**config.mk**
```make
export PLATFORM = sky130hd
export DESIGN_NAME = ftcan_mode_ctrl
export DESIGN_NICKNAME = d
export VERILOG_FILES = /design/src/rtl/ftcan_pkg.sv /design/src/rtl/sig_pair_if.sv /design/src/rtl/stable_filter.sv /design/src/rtl/fail_delay.sv /design/src/rtl/ftcan_mode_ctrl.sv
export SDC_FILE = /design/constraint.sdc
export NUM_CORES = 1
export LEC_CHECK = 0
export BUFFER_PORTS_ARGS = -buffer_cell sky130_fd_sc_hd__buf_2
export CAP_MARGIN = 20
export CORE_UTILIZATION = 35
export CTS_CLUSTER_DIAMETER = 200
export DETAILED_ROUTE_END_ITERATION = 8
export PLACE_DENSITY = 0.63
export SETUP_SLACK_MARGIN = 0.15
export SLEW_MARGIN = 15
export SYNTH_ARGS = -nofsm -noshare
export SYNTH_HDL_FRONTEND = slang
export SYNTH_SLANG_ARGS = --single-unit
```
**constraint.sdc**
```tcl
create_clock -name clk_in -period 10.9 [get_ports clk_in]
set_input_delay 0 -clock clk_in [delete_from_list [all_inputs] [get_ports clk_in]]
set_output_delay 0 -clock clk_in [all_outputs]
set_load 0.01 [all_outputs]
```
**src/rtl/ftcan_pkg.sv**
```systemverilog
// Shared constants of the fault tolerant CAN mode controller
// Behaviour
// - Two pins pick standby, go-sleep, listen, normal
// - Low power modes neither send nor receive
// - Sleep floats inhibit, low termination to battery
// - Logic supply loss after go-sleep means sleep
// - Wake goes to standby, inhibit drives regulator
// - Both edges of local wake input count
// - Wakes accepted only after filter time
// - With logic supply, wake pulls flags low
// - Standby like sleep but inhibit stays active
// - Power-on starts in battery standby
// - Receive-only passes data, drivers stay off
// - Receive-only: wake on data, flag shows power-on
// - Entering normal clears power-on and wake flags
// - Supply loss forces standby, sleep or power-down
// - Normal: error flag on failure, data out
// - Delayed single-wire entry and delayed recovery
// - Dominant-only failures held until next word
// - Line failures cut that line's termination, driver
// - Bus wake from either line alone
// - Over-temperature disables drivers only
// - Low transmit input drives bus dominant
package ftcan_pkg;
	// Operating modes
	typedef enum logic [2:0] {
		ST_STANDBY   = 3'b000,
		ST_SLEEP     = 3'b001,
		ST_GOSLEEP   = 3'b010,
		ST_RXONLY    = 3'b011,
		ST_NORMAL    = 3'b100,
		ST_POWERDOWN = 3'b101
	} mode_type;
	// Clock rate and times in microseconds
	localparam int CLK_MHZ      = 250;
	localparam int GTS_HOLD_US  = 50;
	localparam int WAKE_FILT_US = 10;
	localparam int FAIL_ON_US   = 20;
	localparam int FAIL_OFF_US  = 40;
	localparam int IDLE_US      = 88;
	// Derived cycle counts
	localparam int GTS_HOLD_CYC  = GTS_HOLD_US * CLK_MHZ;
	localparam int WAKE_FILT_CYC = WAKE_FILT_US * CLK_MHZ;
	localparam int FAIL_ON_CYC   = FAIL_ON_US * CLK_MHZ;
	localparam int FAIL_OFF_CYC  = FAIL_OFF_US * CLK_MHZ;
	localparam int IDLE_CYC      = IDLE_US * CLK_MHZ;
	localparam int CNT_W         = 16;
	// Register byte addresses
	localparam logic [7:0] ADDR_CTRL   = 8'h00;
	localparam logic [7:0] ADDR_STATUS = 8'h04;
	// Control fields and reset value
	localparam int         CTRL_LWAKE_BIT = 0;
	localparam int         CTRL_BWAKE_BIT = 1;
	localparam logic [1:0] CTRL_RST       = 2'h3;
	// Status fields
	localparam int ST_MODE_LSB  = 0;
	localparam int ST_PON_BIT   = 3;
	localparam int ST_WAKE_BIT  = 4;
	localparam int ST_SFAIL_BIT = 5;
	localparam int ST_DISH_BIT  = 6;
	localparam int ST_DISL_BIT  = 7;
	localparam int ST_OT_BIT    = 8;
	localparam int ST_GTS_BIT   = 9;
endpackage : ftcan_pkg

```
**src/rtl/sig_pair_if.sv**
```systemverilog
// Raw and delayed level pair between the top and its filters
`timescale 1ns/1ns
`default_nettype none
interface sig_pair_if;
	logic raw; // Level before filtering
	logic fil; // Level after filtering
	modport unit (input raw, output fil);
	modport user (output raw, input fil);
endinterface : sig_pair_if
`default_nettype wire

```
**src/rtl/stable_filter.sv**
```systemverilog
// Symmetric stability filter: output follows a level held long enough
`timescale 1ns/1ns
`default_nettype none
module stable_filter #(
	parameter int                CNT_W = 16,
	parameter logic [CNT_W-1:0]  HOLD  = 16'd1
) (
	// Clock and reset
	input wire logic clk_in,
	input wire logic rst_in,
	// Level pair
	sig_pair_if.unit sp
);
	logic [CNT_W-1:0] cnt_r; // Cycles the input has differed
	logic             fil_r; // Accepted level
	wire              same = (sp.raw == fil_r);
	wire              done = (cnt_r >= HOLD - 1'b1);
	// Short excursions restart the count, so transients never pass
	always_ff @(posedge clk_in or posedge rst_in) begin
		if (rst_in) begin
			cnt_r <= '0;
			fil_r <= 1'b0;
		end else if (same) begin
			cnt_r <= '0;
		end else if (done) begin
			fil_r <= sp.raw;
			cnt_r <= '0;
		end else begin
			cnt_r <= cnt_r + 1'b1;
		end
	end
	assign sp.fil = fil_r;
endmodule : stable_filter
`default_nettype wire

```
**src/rtl/fail_delay.sv**
```systemverilog
// Asymmetric delay: separate entry and recovery times for a failure
`timescale 1ns/1ns
`default_nettype none
module fail_delay #(
	parameter int                CNT_W  = 16,
	parameter logic [CNT_W-1:0]  ON_CY  = 16'd1,
	parameter logic [CNT_W-1:0]  OFF_CY = 16'd1
) (
	// Clock and reset
	input wire logic clk_in,
	input wire logic rst_in,
	// Level pair
	sig_pair_if.unit sp
);
	logic [CNT_W-1:0] cnt_r; // Cycles of disagreement
	logic             fil_r; // Failure taken as present
	wire [CNT_W-1:0]  lim  = fil_r ? OFF_CY : ON_CY;
	wire              same = (sp.raw == fil_r);
	wire              done = (cnt_r >= lim - 1'b1);
	// Entry and recovery each need their own settled time
	always_ff @(posedge clk_in or posedge rst_in) begin
		if (rst_in) begin
			cnt_r <= '0;
			fil_r <= 1'b0;
		end else if (same) begin
			cnt_r <= '0;
		end else if (done) begin
			fil_r <= sp.raw;
			cnt_r <= '0;
		end else begin
			cnt_r <= cnt_r + 1'b1;
		end
	end
	assign sp.fil = fil_r;
endmodule : fail_delay
`default_nettype wire

```
**src/rtl/ftcan_mode_ctrl.sv**
```systemverilog
// Mode, wake-up and bus failure control of a fault tolerant CAN transceiver
//
// The placing of the registers and the AHB-Lite register port were left to the implementer.
`timescale 1ns/1ns
`default_nettype none
module ftcan_mode_ctrl #(
	parameter int unsigned GTS_CYC  = ftcan_pkg::GTS_HOLD_CYC,
	parameter int unsigned WAKE_CYC = ftcan_pkg::WAKE_FILT_CYC,
	parameter int unsigned FON_CYC  = ftcan_pkg::FAIL_ON_CYC,
	parameter int unsigned FOFF_CYC = ftcan_pkg::FAIL_OFF_CYC,
	parameter int unsigned IDLE_CY  = ftcan_pkg::IDLE_CYC
) (
	// Clock and reset
	input  wire logic        clk_in,
	input  wire logic        rst_in,
	// AHB-Lite slave
	input  wire logic        hsel_in,
	input  wire logic [31:0] haddr_in,
	input  wire logic [1:0]  htrans_in,
	input  wire logic        hwrite_in,
	input  wire logic [2:0]  hsize_in,
	input  wire logic        hready_in,
	input  wire logic [31:0] hwdata_in,
	output logic      [31:0] hrdata_out,
	output logic             hreadyout_out,
	output logic             hresp_out,
	// Host side pins
	input  wire logic        standby_not_input_in,
	input  wire logic        transfer_enable_input_in,
	input  wire logic        transmit_line_in,
	input  wire logic        local_edge_trigger_input_in,
	output logic             receive_line_out,
	output logic             error_flag_n_out,
	output logic             regulator_inhibit_output_out,
	output logic             regulator_inhibit_oe_n_out,
	output logic             pullup_en_out,
	// Bus receivers and detectors
	input  wire logic        diff_dominant_in,
	input  wire logic        canh_dominant_in,
	input  wire logic        canl_dominant_in,
	input  wire logic        short_fail_in,
	input  wire logic        canh_fail_in,
	input  wire logic        canl_fail_in,
	// Supplies and temperature
	input  wire logic        battery_ok_in,
	input  wire logic        logic_ok_in,
	input  wire logic        overtemp_in,
	// Bus drivers and terminations
	output logic             canh_drive_en_out,
	output logic             canl_drive_en_out,
	output logic             bus_dominant_out,
	output logic             high_line_termination_en_out,
	output logic             low_line_termination_en_out,
	output logic             low_line_termination_bat_out
);
	import ftcan_pkg::*;
	// Counts cut to counter width
	localparam logic [CNT_W-1:0] GTS_W  = CNT_W'(GTS_CYC);
	localparam logic [CNT_W-1:0] WAKE_W = CNT_W'(WAKE_CYC);
	localparam logic [CNT_W-1:0] FON_W  = CNT_W'(FON_CYC);
	localparam logic [CNT_W-1:0] FOFF_W = CNT_W'(FOFF_CYC);
	localparam logic [CNT_W-1:0] IDLE_W = CNT_W'(IDLE_CY);
	// Bus slave state
	logic        dph_ctrl_r;  // Data phase writes control
	logic [31:0] hrdata_r;    // Read data, set in address phase
	logic [1:0]  ctrl_r;      // Wake source enables
	logic [31:0] status_w;    // Live status word
	logic [31:0] rd_word;     // Selected read word
	// Mode and flags
	mode_type         mode_r;      // Current mode
	mode_type         mode_nxt;    // Next mode
	logic [CNT_W-1:0] gts_cnt_r;   // Time spent in go-to-sleep
	logic             pon_r;       // Battery power-on flag
	logic             wake_pend_r; // Wake request not yet released
	logic             sfail_r;     // Dominant-only failure held
	logic [CNT_W-1:0] idle_cnt_r;  // Recessive run length
	logic             lw_prev_r;   // Last filtered local level
	logic             bw_prev_r;   // Last filtered bus wake level
	// Registered pin drives
	logic rxd_r, rxd_nxt;
	logic error_flag_n_r, error_flag_n_nxt;
	logic inh_oe_n_r, pullup_r;
	logic canh_en_r, canl_en_r;
	logic bus_dom_r, hterm_r;
	logic lterm_r, lbat_r;
	// Filter inputs and outputs
	logic [1:0] raw_w;  // Raw levels: local, bus
	logic [1:0] wfil_w; // Filtered wake levels
	logic [1:0] fraw_w; // Raw line failures: high, low
	logic [1:0] ffil_w; // Delayed line failures
	// Address phase decode
	wire addr_ok  = hsel_in && htrans_in[1] && hready_in;
	wire hi_zero  = (haddr_in[31:8] == 24'h000000);
	wire hit_ctrl = hi_zero && (haddr_in[7:0] == ADDR_CTRL);
	wire hit_stat = hi_zero && (haddr_in[7:0] == ADDR_STATUS);
	wire wr_ctrl  = addr_ok && hwrite_in && hit_ctrl;
	wire rd_take  = addr_ok && !hwrite_in;
	// Control value a read sees, with a write in flight forwarded
	wire [1:0] ctrl_view = dph_ctrl_r ? hwdata_in[1:0] : ctrl_r;
	// Mode groups
	wire in_sleep  = (mode_r == ST_SLEEP);
	wire in_stby   = (mode_r == ST_STANDBY);
	wire in_gts    = (mode_r == ST_GOSLEEP);
	wire in_normal = (mode_r == ST_NORMAL);
	wire low_power = in_sleep || in_stby || in_gts;
	wire gts_done  = (gts_cnt_r == GTS_W);
	wire enter_nrm = (mode_nxt == ST_NORMAL) && !in_normal;
	// Line failures and wake events after filtering
	wire dis_h      = ffil_w[0];
	wire dis_l      = ffil_w[1];
	wire local_edge = (wfil_w[0] != lw_prev_r);
	wire bus_rise   = wfil_w[1] && !bw_prev_r;
	wire wake_evt   = (local_edge && ctrl_r[CTRL_LWAKE_BIT])
	                || (bus_rise && ctrl_r[CTRL_BWAKE_BIT]);
	// Received bus level, single-wire when only one line is cut
	wire bus_dom_rx = (dis_l && !dis_h) ? canh_dominant_in :
	                  (dis_h && !dis_l) ? canl_dominant_in :
	                  diff_dominant_in;
	wire word_start = bus_dom_rx && (idle_cnt_r == IDLE_W);
	wire fail_any   = sfail_r || dis_h || dis_l;
	wire tx_ok      = in_normal && !overtemp_in;
	wire wake_show  = wake_pend_r && logic_ok_in;
	// Filter inputs
	assign raw_w[0]  = local_edge_trigger_input_in;
	assign raw_w[1]  = canh_dominant_in || canl_dominant_in;
	assign fraw_w[0] = canh_fail_in;
	assign fraw_w[1] = canl_fail_in;
	// One wake filter and one failure delay per channel
	genvar gi;
	generate
		for (gi = 0; gi < 2; gi++) begin : g_ch
			sig_pair_if wk_if ();
			sig_pair_if fl_if ();
			assign wk_if.raw  = raw_w[gi];
			assign wfil_w[gi] = wk_if.fil;
			assign fl_if.raw  = fraw_w[gi];
			assign ffil_w[gi] = fl_if.fil;
			stable_filter #(
				.CNT_W (CNT_W),
				.HOLD  (WAKE_W)
			) u_wake (
				.clk_in (clk_in),
				.rst_in (rst_in),
				.sp     (wk_if)
			);
			fail_delay #(
				.CNT_W  (CNT_W),
				.ON_CY  (FON_W),
				.OFF_CY (FOFF_W)
			) u_fail (
				.clk_in (clk_in),
				.rst_in (rst_in),
				.sp     (fl_if)
			);
		end
	endgenerate
	// Status word assembly
	always_comb begin
		status_w = 32'h00000000;
		status_w[ST_MODE_LSB +: 3] = mode_r;
		status_w[ST_PON_BIT]       = pon_r;
		status_w[ST_WAKE_BIT]      = wake_pend_r;
		status_w[ST_SFAIL_BIT]     = sfail_r;
		status_w[ST_DISH_BIT]      = dis_h;
		status_w[ST_DISL_BIT]      = dis_l;
		status_w[ST_OT_BIT]        = overtemp_in;
		status_w[ST_GTS_BIT]       = gts_done;
	end
	// Read selection; unmapped addresses read zero
	assign rd_word = hit_ctrl ? {30'h00000000, ctrl_view} :
	                 hit_stat ? status_w : 32'h00000000;
	// Zero wait state slave, always OKAY
	assign hrdata_out    = hrdata_r;
	assign hreadyout_out = 1'b1;
	assign hresp_out     = 1'b0;

	// Address phase capture and read data
	always_ff @(posedge clk_in or posedge rst_in) begin
		if (rst_in) begin
			dph_ctrl_r <= 1'b0;
			hrdata_r   <= 32'h00000000;
		end else begin
			dph_ctrl_r <= wr_ctrl;
			if (rd_take) begin
				hrdata_r <= rd_word;
			end
		end
	end

	// Control register write in data phase
	always_ff @(posedge clk_in or posedge rst_in) begin
		if (rst_in) begin
			ctrl_r <= CTRL_RST;
		end else if (dph_ctrl_r) begin
			ctrl_r <= hwdata_in[1:0];
		end
	end

	// Next mode; battery loss outranks wake, wake outranks logic supply loss and pins
	always_comb begin
		mode_nxt = mode_r;
		if (!battery_ok_in) begin
			mode_nxt = ST_STANDBY;
		end else if (wake_evt && in_sleep) begin
			mode_nxt = ST_STANDBY;
		end else if (!logic_ok_in) begin
			// Host unpowered: pins mean nothing now
			if (in_gts || in_sleep) begin
				mode_nxt = ST_SLEEP;
			end else if (!in_stby) begin
				mode_nxt = ST_POWERDOWN;
			end
		end else begin
			unique case ({standby_not_input_in, transfer_enable_input_in})
				2'b11: mode_nxt = ST_NORMAL;
				2'b10: mode_nxt = ST_RXONLY;
				2'b01: mode_nxt = ST_GOSLEEP;
				2'b00: begin
					// Sleep only after a full go-to-sleep hold
					if (in_gts) begin
						mode_nxt = gts_done ? ST_SLEEP : ST_STANDBY;
					end else if (!in_sleep) begin
						mode_nxt = ST_STANDBY;
					end
				end
			endcase
		end
	end

	// Mode register; power-on lands in standby
	always_ff @(posedge clk_in or posedge rst_in) begin
		if (rst_in) begin
			mode_r <= ST_STANDBY;
		end else begin
			mode_r <= mode_nxt;
		end
	end

	// Go-to-sleep hold timer, saturating
	always_ff @(posedge clk_in or posedge rst_in) begin
		if (rst_in) begin
			gts_cnt_r <= '0;
		end else if (!in_gts) begin
			gts_cnt_r <= '0;
		end else if (!gts_done) begin
			gts_cnt_r <= gts_cnt_r + 1'b1;
		end
	end

	// Power-on and wake flags; a new set wins over the clear
	always_ff @(posedge clk_in or posedge rst_in) begin
		if (rst_in) begin
			pon_r       <= 1'b1;
			wake_pend_r <= 1'b0;
		end else begin
			pon_r       <= !battery_ok_in || (pon_r && !enter_nrm);
			wake_pend_r <= (wake_evt && !in_normal)
			             || (wake_pend_r && !enter_nrm);
		end
	end

	// Wake edge history
	always_ff @(posedge clk_in or posedge rst_in) begin
		if (rst_in) begin
			lw_prev_r <= 1'b0;
			bw_prev_r <= 1'b0;
		end else begin
			lw_prev_r <= wfil_w[0];
			bw_prev_r <= wfil_w[1];
		end
	end

	// Recessive run length, marks where the next word begins
	always_ff @(posedge clk_in or posedge rst_in) begin
		if (rst_in) begin
			idle_cnt_r <= '0;
		end else if (bus_dom_rx) begin
			idle_cnt_r <= '0;
		end else if (idle_cnt_r != IDLE_W) begin
			idle_cnt_r <= idle_cnt_r + 1'b1;
		end
	end

	// Dominant-only failures: seen while dominant, kept till next word
	always_ff @(posedge clk_in or posedge rst_in) begin
		if (rst_in) begin
			sfail_r <= 1'b0;
		end else begin
			sfail_r <= (short_fail_in && bus_dom_rx)
			         || (sfail_r && !word_start);
		end
	end

	// Error flag per mode
	always_comb begin
		unique case (mode_r)
			ST_NORMAL:    error_flag_n_nxt = !fail_any;
			ST_RXONLY:    error_flag_n_nxt = !pon_r;
			ST_POWERDOWN: error_flag_n_nxt = 1'b1;
			ST_STANDBY,
			ST_SLEEP,
			ST_GOSLEEP:   error_flag_n_nxt = !wake_show;
			default:      error_flag_n_nxt = 1'b1;                     // Illegal code
		endcase
	end

	// Receive line per mode; low power never passes bus data
	always_comb begin
		unique case (mode_r)
			ST_NORMAL:    rxd_nxt = !bus_dom_rx;
			ST_RXONLY:    rxd_nxt = !(bus_dom_rx || wake_pend_r);
			ST_POWERDOWN: rxd_nxt = 1'b1;
			ST_STANDBY,
			ST_SLEEP,
			ST_GOSLEEP:   rxd_nxt = !wake_show;
			default:      rxd_nxt = 1'b1;                      // Illegal code
		endcase
	end

	// Host-side pin registers
	always_ff @(posedge clk_in or posedge rst_in) begin
		if (rst_in) begin
			rxd_r      <= 1'b1;
			error_flag_n_r     <= 1'b1;
			inh_oe_n_r <= 1'b0;
			pullup_r   <= 1'b0;
		end else begin
			rxd_r      <= rxd_nxt;
			error_flag_n_r     <= error_flag_n_nxt;
			inh_oe_n_r <= in_sleep || (in_gts && gts_done);
			pullup_r   <= !(in_sleep || in_stby);
		end
	end

	// Bus-side driver and termination registers
	always_ff @(posedge clk_in or posedge rst_in) begin
		if (rst_in) begin
			canh_en_r <= 1'b0;
			canl_en_r <= 1'b0;
			bus_dom_r <= 1'b0;
			hterm_r   <= 1'b1;
			lterm_r   <= 1'b1;
			lbat_r    <= 1'b1;
		end else begin
			canh_en_r <= tx_ok && !dis_h;
			canl_en_r <= tx_ok && !dis_l;
			bus_dom_r <= tx_ok && !transmit_line_in;
			hterm_r   <= !dis_h;
			lterm_r   <= !dis_l;
			lbat_r    <= low_power;
		end
	end

	// Output drives
	assign receive_line_out             = rxd_r;
	assign error_flag_n_out             = error_flag_n_r;
	assign regulator_inhibit_output_out = 1'b1; // High level when enabled
	assign regulator_inhibit_oe_n_out   = inh_oe_n_r;
	assign pullup_en_out                = pullup_r;
	assign canh_drive_en_out            = canh_en_r;
	assign canl_drive_en_out            = canl_en_r;
	assign bus_dominant_out             = bus_dom_r;
	assign high_line_termination_en_out = hterm_r;
	assign low_line_termination_en_out  = lterm_r;
	assign low_line_termination_bat_out = lbat_r;
endmodule : ftcan_mode_ctrl
`default_nettype wire

```
==> flow_metrics.env <==
export IMPL_cp_max_fo=15
export IMPL_syn_area_sq_um=6330
export IMPL_rows=48
export IMPL_cts_buffer_depth=2
export IMPL_grt_overflow_total=0
export IMPL_cellLeakagePower_nw=3.53
export IMPL_drt_iter0_drc=263
export IMPL_rsz0062_at_grt="false"
export IMPL_htree_levels=4
export IMPL_multi_input_area_sq_um=2810
export IMPL_dpl_cell_count=921
export IMPL_power_density_nw_per_um2=161
export IMPL_postSynth_asyncResetShare_pct=100
export IMPL_required_ps=11240
export IMPL_crit_path_start="g_ch[1].u_fail.sp.fil"
export IMPL_track_usage_pct=14.8
export IMPL_layout_area_overhead_vs_synth_pct=22.1
export IMPL_synth_edf_count=0
export IMPL_cts_buffers=17
export IMPL_hold_class="in -> reg"
export IMPL_layout_nets=839
export IMPL_setup_violations=0
export IMPL_maxSlewViolCount=0
export IMPL_cts_tree="built"
export IMPL_total_power_w=0.00124
export IMPL_synth_avg_cell_area_sq_um=9.99
export IMPL_core_area_sq_um=17500
export IMPL_end_kind="register"
export IMPL_slew_limit_headroom_pct=44.3
export IMPL_vias=4609
export IMPL_io_buffer_count=72
export IMPL_cts_sinks=131
export IMPL_final_layout_size_suffix_gt1_share_pct=16.1
export IMPL_ys_warn_count=0
export IMPL_cts_resized=0
export IMPL_path_clk_slew_ps=60
export IMPL_ys_types=52
export IMPL_synth_main_ff_cell="dfrtp_1"
export IMPL_ys_seq_area_share_pct=52.0
export IMPL_setup_worst_path_class="reg -> reg"
export IMPL_antenna_cells=0
export IMPL_dr_pass1_iters=4
export IMPL_max_cap_viol_count=0
export IMPL_outcome="complete, no violations"
export IMPL_tightest_slew_ps=836
export IMPL_grt_max_degree=70
export IMPL_syn_inst=633
export IMPL_clk_latency_ps=420
export IMPL_drt_antenna_violating_nets=0
export IMPL_startpoint_type="register"
export IMPL_hold_buffers=19
export IMPL_endpoint="g_ch[1].u_fail.cnt_r[3]"
export IMPL_final_cell_mix="123 x dfrtp_1, 110 x nor2_1, 72 x buf_2"
export IMPL_die_x_um=136
export IMPL_worstPathArrival_ps=3040
export IMPL_drc=0
export IMPL_grt_pass1_wl_um=20800
export IMPL_cts_root_buf="clkbuf_16"
export IMPL_routedWlPerCell_um=12.9
export IMPL_hold_start="standby_not_input_in"
export IMPL_rrSetupSlack_ps=8200
export IMPL_hold_viol=0
export IMPL_period_share_pct=24.8
export IMPL_rr_endpoint="g_ch[1].u_fail.cnt_r[3]"
export IMPL_max_freq_mhz=370
export IMPL_place_gp_congestion=0.761
export IMPL_cts_setup_buffers=0
export IMPL_start_util_pct=36.2
export IMPL_register_area_sq_um=3290
export IMPL_ys_ff_latch=131
export IMPL_viasPerCell=4.74
export IMPL_nFillCells=1645
export IMPL_die_h_um=136
export IMPL_clock_skew_ps=7.19
export IMPL_grt_pass1_vias=4367
export IMPL_antenna_found_initial=0
export IMPL_final_cells=972
export IMPL_finalCriticalPeriod_ps=2700
export IMPL_dp_final_hpwl_um=8540
export IMPL_die_area_sq_um=18600
export IMPL_fin_setup_tns_ps=0
export IMPL_io_pins=132
export IMPL_layout_cells_most_common="dfrtp_1"
export IMPL_reg2regPathDepth=7
export IMPL_ir_drop_mv=0.121
export IMPL_finalWirelength_um=12600
export IMPL_reg2reg_from="g_ch[1].u_fail.sp.fil"
-- area by class of cell --
cell class,count,share of cell area (%)
flip-flops and latches,131,42.6
multi-input cells,469,36.4
repair buffers,93,7.32
clock buffers,20,6.04
well taps,225,3.64
clock inverters,12,2.93
inverters,22,1.10
-- registers in the layout, summed over array words and instances, names as in the netlist, 2 cells and up --
signal	flops
g_ch.u_fail.cnt_r	32
g_ch.u_wake.cnt_r	32
gts_cnt_r	16
idle_cnt_r	16
hrdata_out	10
mode_r	3
ctrl_r	2
g_ch.u_fail.sp.fil	2
g_ch.u_wake.sp.fil	2
-- synth_stat cells (4+ instances only) --
library cell  number  area (sq um)
o21ai_0           10          50.1
buf_4             25           188
dfrtp_1          123          3080
a21oi_1           11          55.1
nand2_1           47           176
nand4_1           18           113
nor4_1            12          75.1
o31ai_1            7          52.6
or4_1              6          45.0
inv_1             22          82.6
mux2_2             4          45.0
nor2b_1            5          31.3
o41ai_1            4          35.0
and3_1            23           144
and4_1             7          61.3
dfstp_2            8           210
ha_1              18           225
nand3_1           28           140
mux2i_1            4          40.0
xnor2_1           32           280
nor3_1             9          45.0
nor2_1           110           413
clkbuf_1          17          63.8
xor2_1            44           385
-- power breakdown --
| part | internal, W | switching (W) |
|---|---|---|
| Combinational | 0.0000296 | 0.0000460 |
| Sequential | 0.000501 | 0.0000120 |
| Clock | 0.000447 | 0.000209 |
-- per-stage QoR --
stage               util (%)  area, sq um  setup slack, ps  hold slack (ps)
finish                  44.2         7720             8200             16.6
global route            44.2         7720             7970             46.3
CTS                     44.2         7720             8170             1.48
detailed placement      39.1         6840             8220              160
global placement        39.1         6840             8270              157
floorplan                  -         6450             7420             52.1
-- critical path, stage by stage (launching register included) --
cell and delay [ps]:
dfrtp_1 610, inv_1 250, ha_1 250, or4_1 390, o21ai_1 180, a211oi_1 130, or3_1 630, nor2_1 180
-- logic make-up (layout without fill, tap and decap cells) --
kind of cell,after synthesis,after routing,share of synthesized area [%]
xor+xnor,76,76,10.5
flops,131,131,52.0
other cells,2,35,0.119
fa+ha+maj,18,18,3.56
compound gates,53,53,5.66
buf+inv,66,147,5.54
mux,8,8,1.34
simple gates,279,279,21.3
-- how the worst min path moves through the flow --
stage,to,slack [ps],cells past startpoint
floorplan,pon_r,50,1
global placement,bus_dominant_out,160,2
detailed placement,bus_dominant_out,160,2
CTS,mode_r[2],1,4
global route,mode_r[2],50,4
finish,mode_r[2],20,4
-- metal layers --
layer  global-route usage, %  vias up  part of all wire [%]
li1                        -     2316                     -
met1                    19.2     2208                    48
met2                    23.0       68                    47
met3                    4.03       17                   3.5
met4                    6.30        0                   1.5
met5                       0        -                     0
Note: power is estimated with default switching activity, not from simulation.
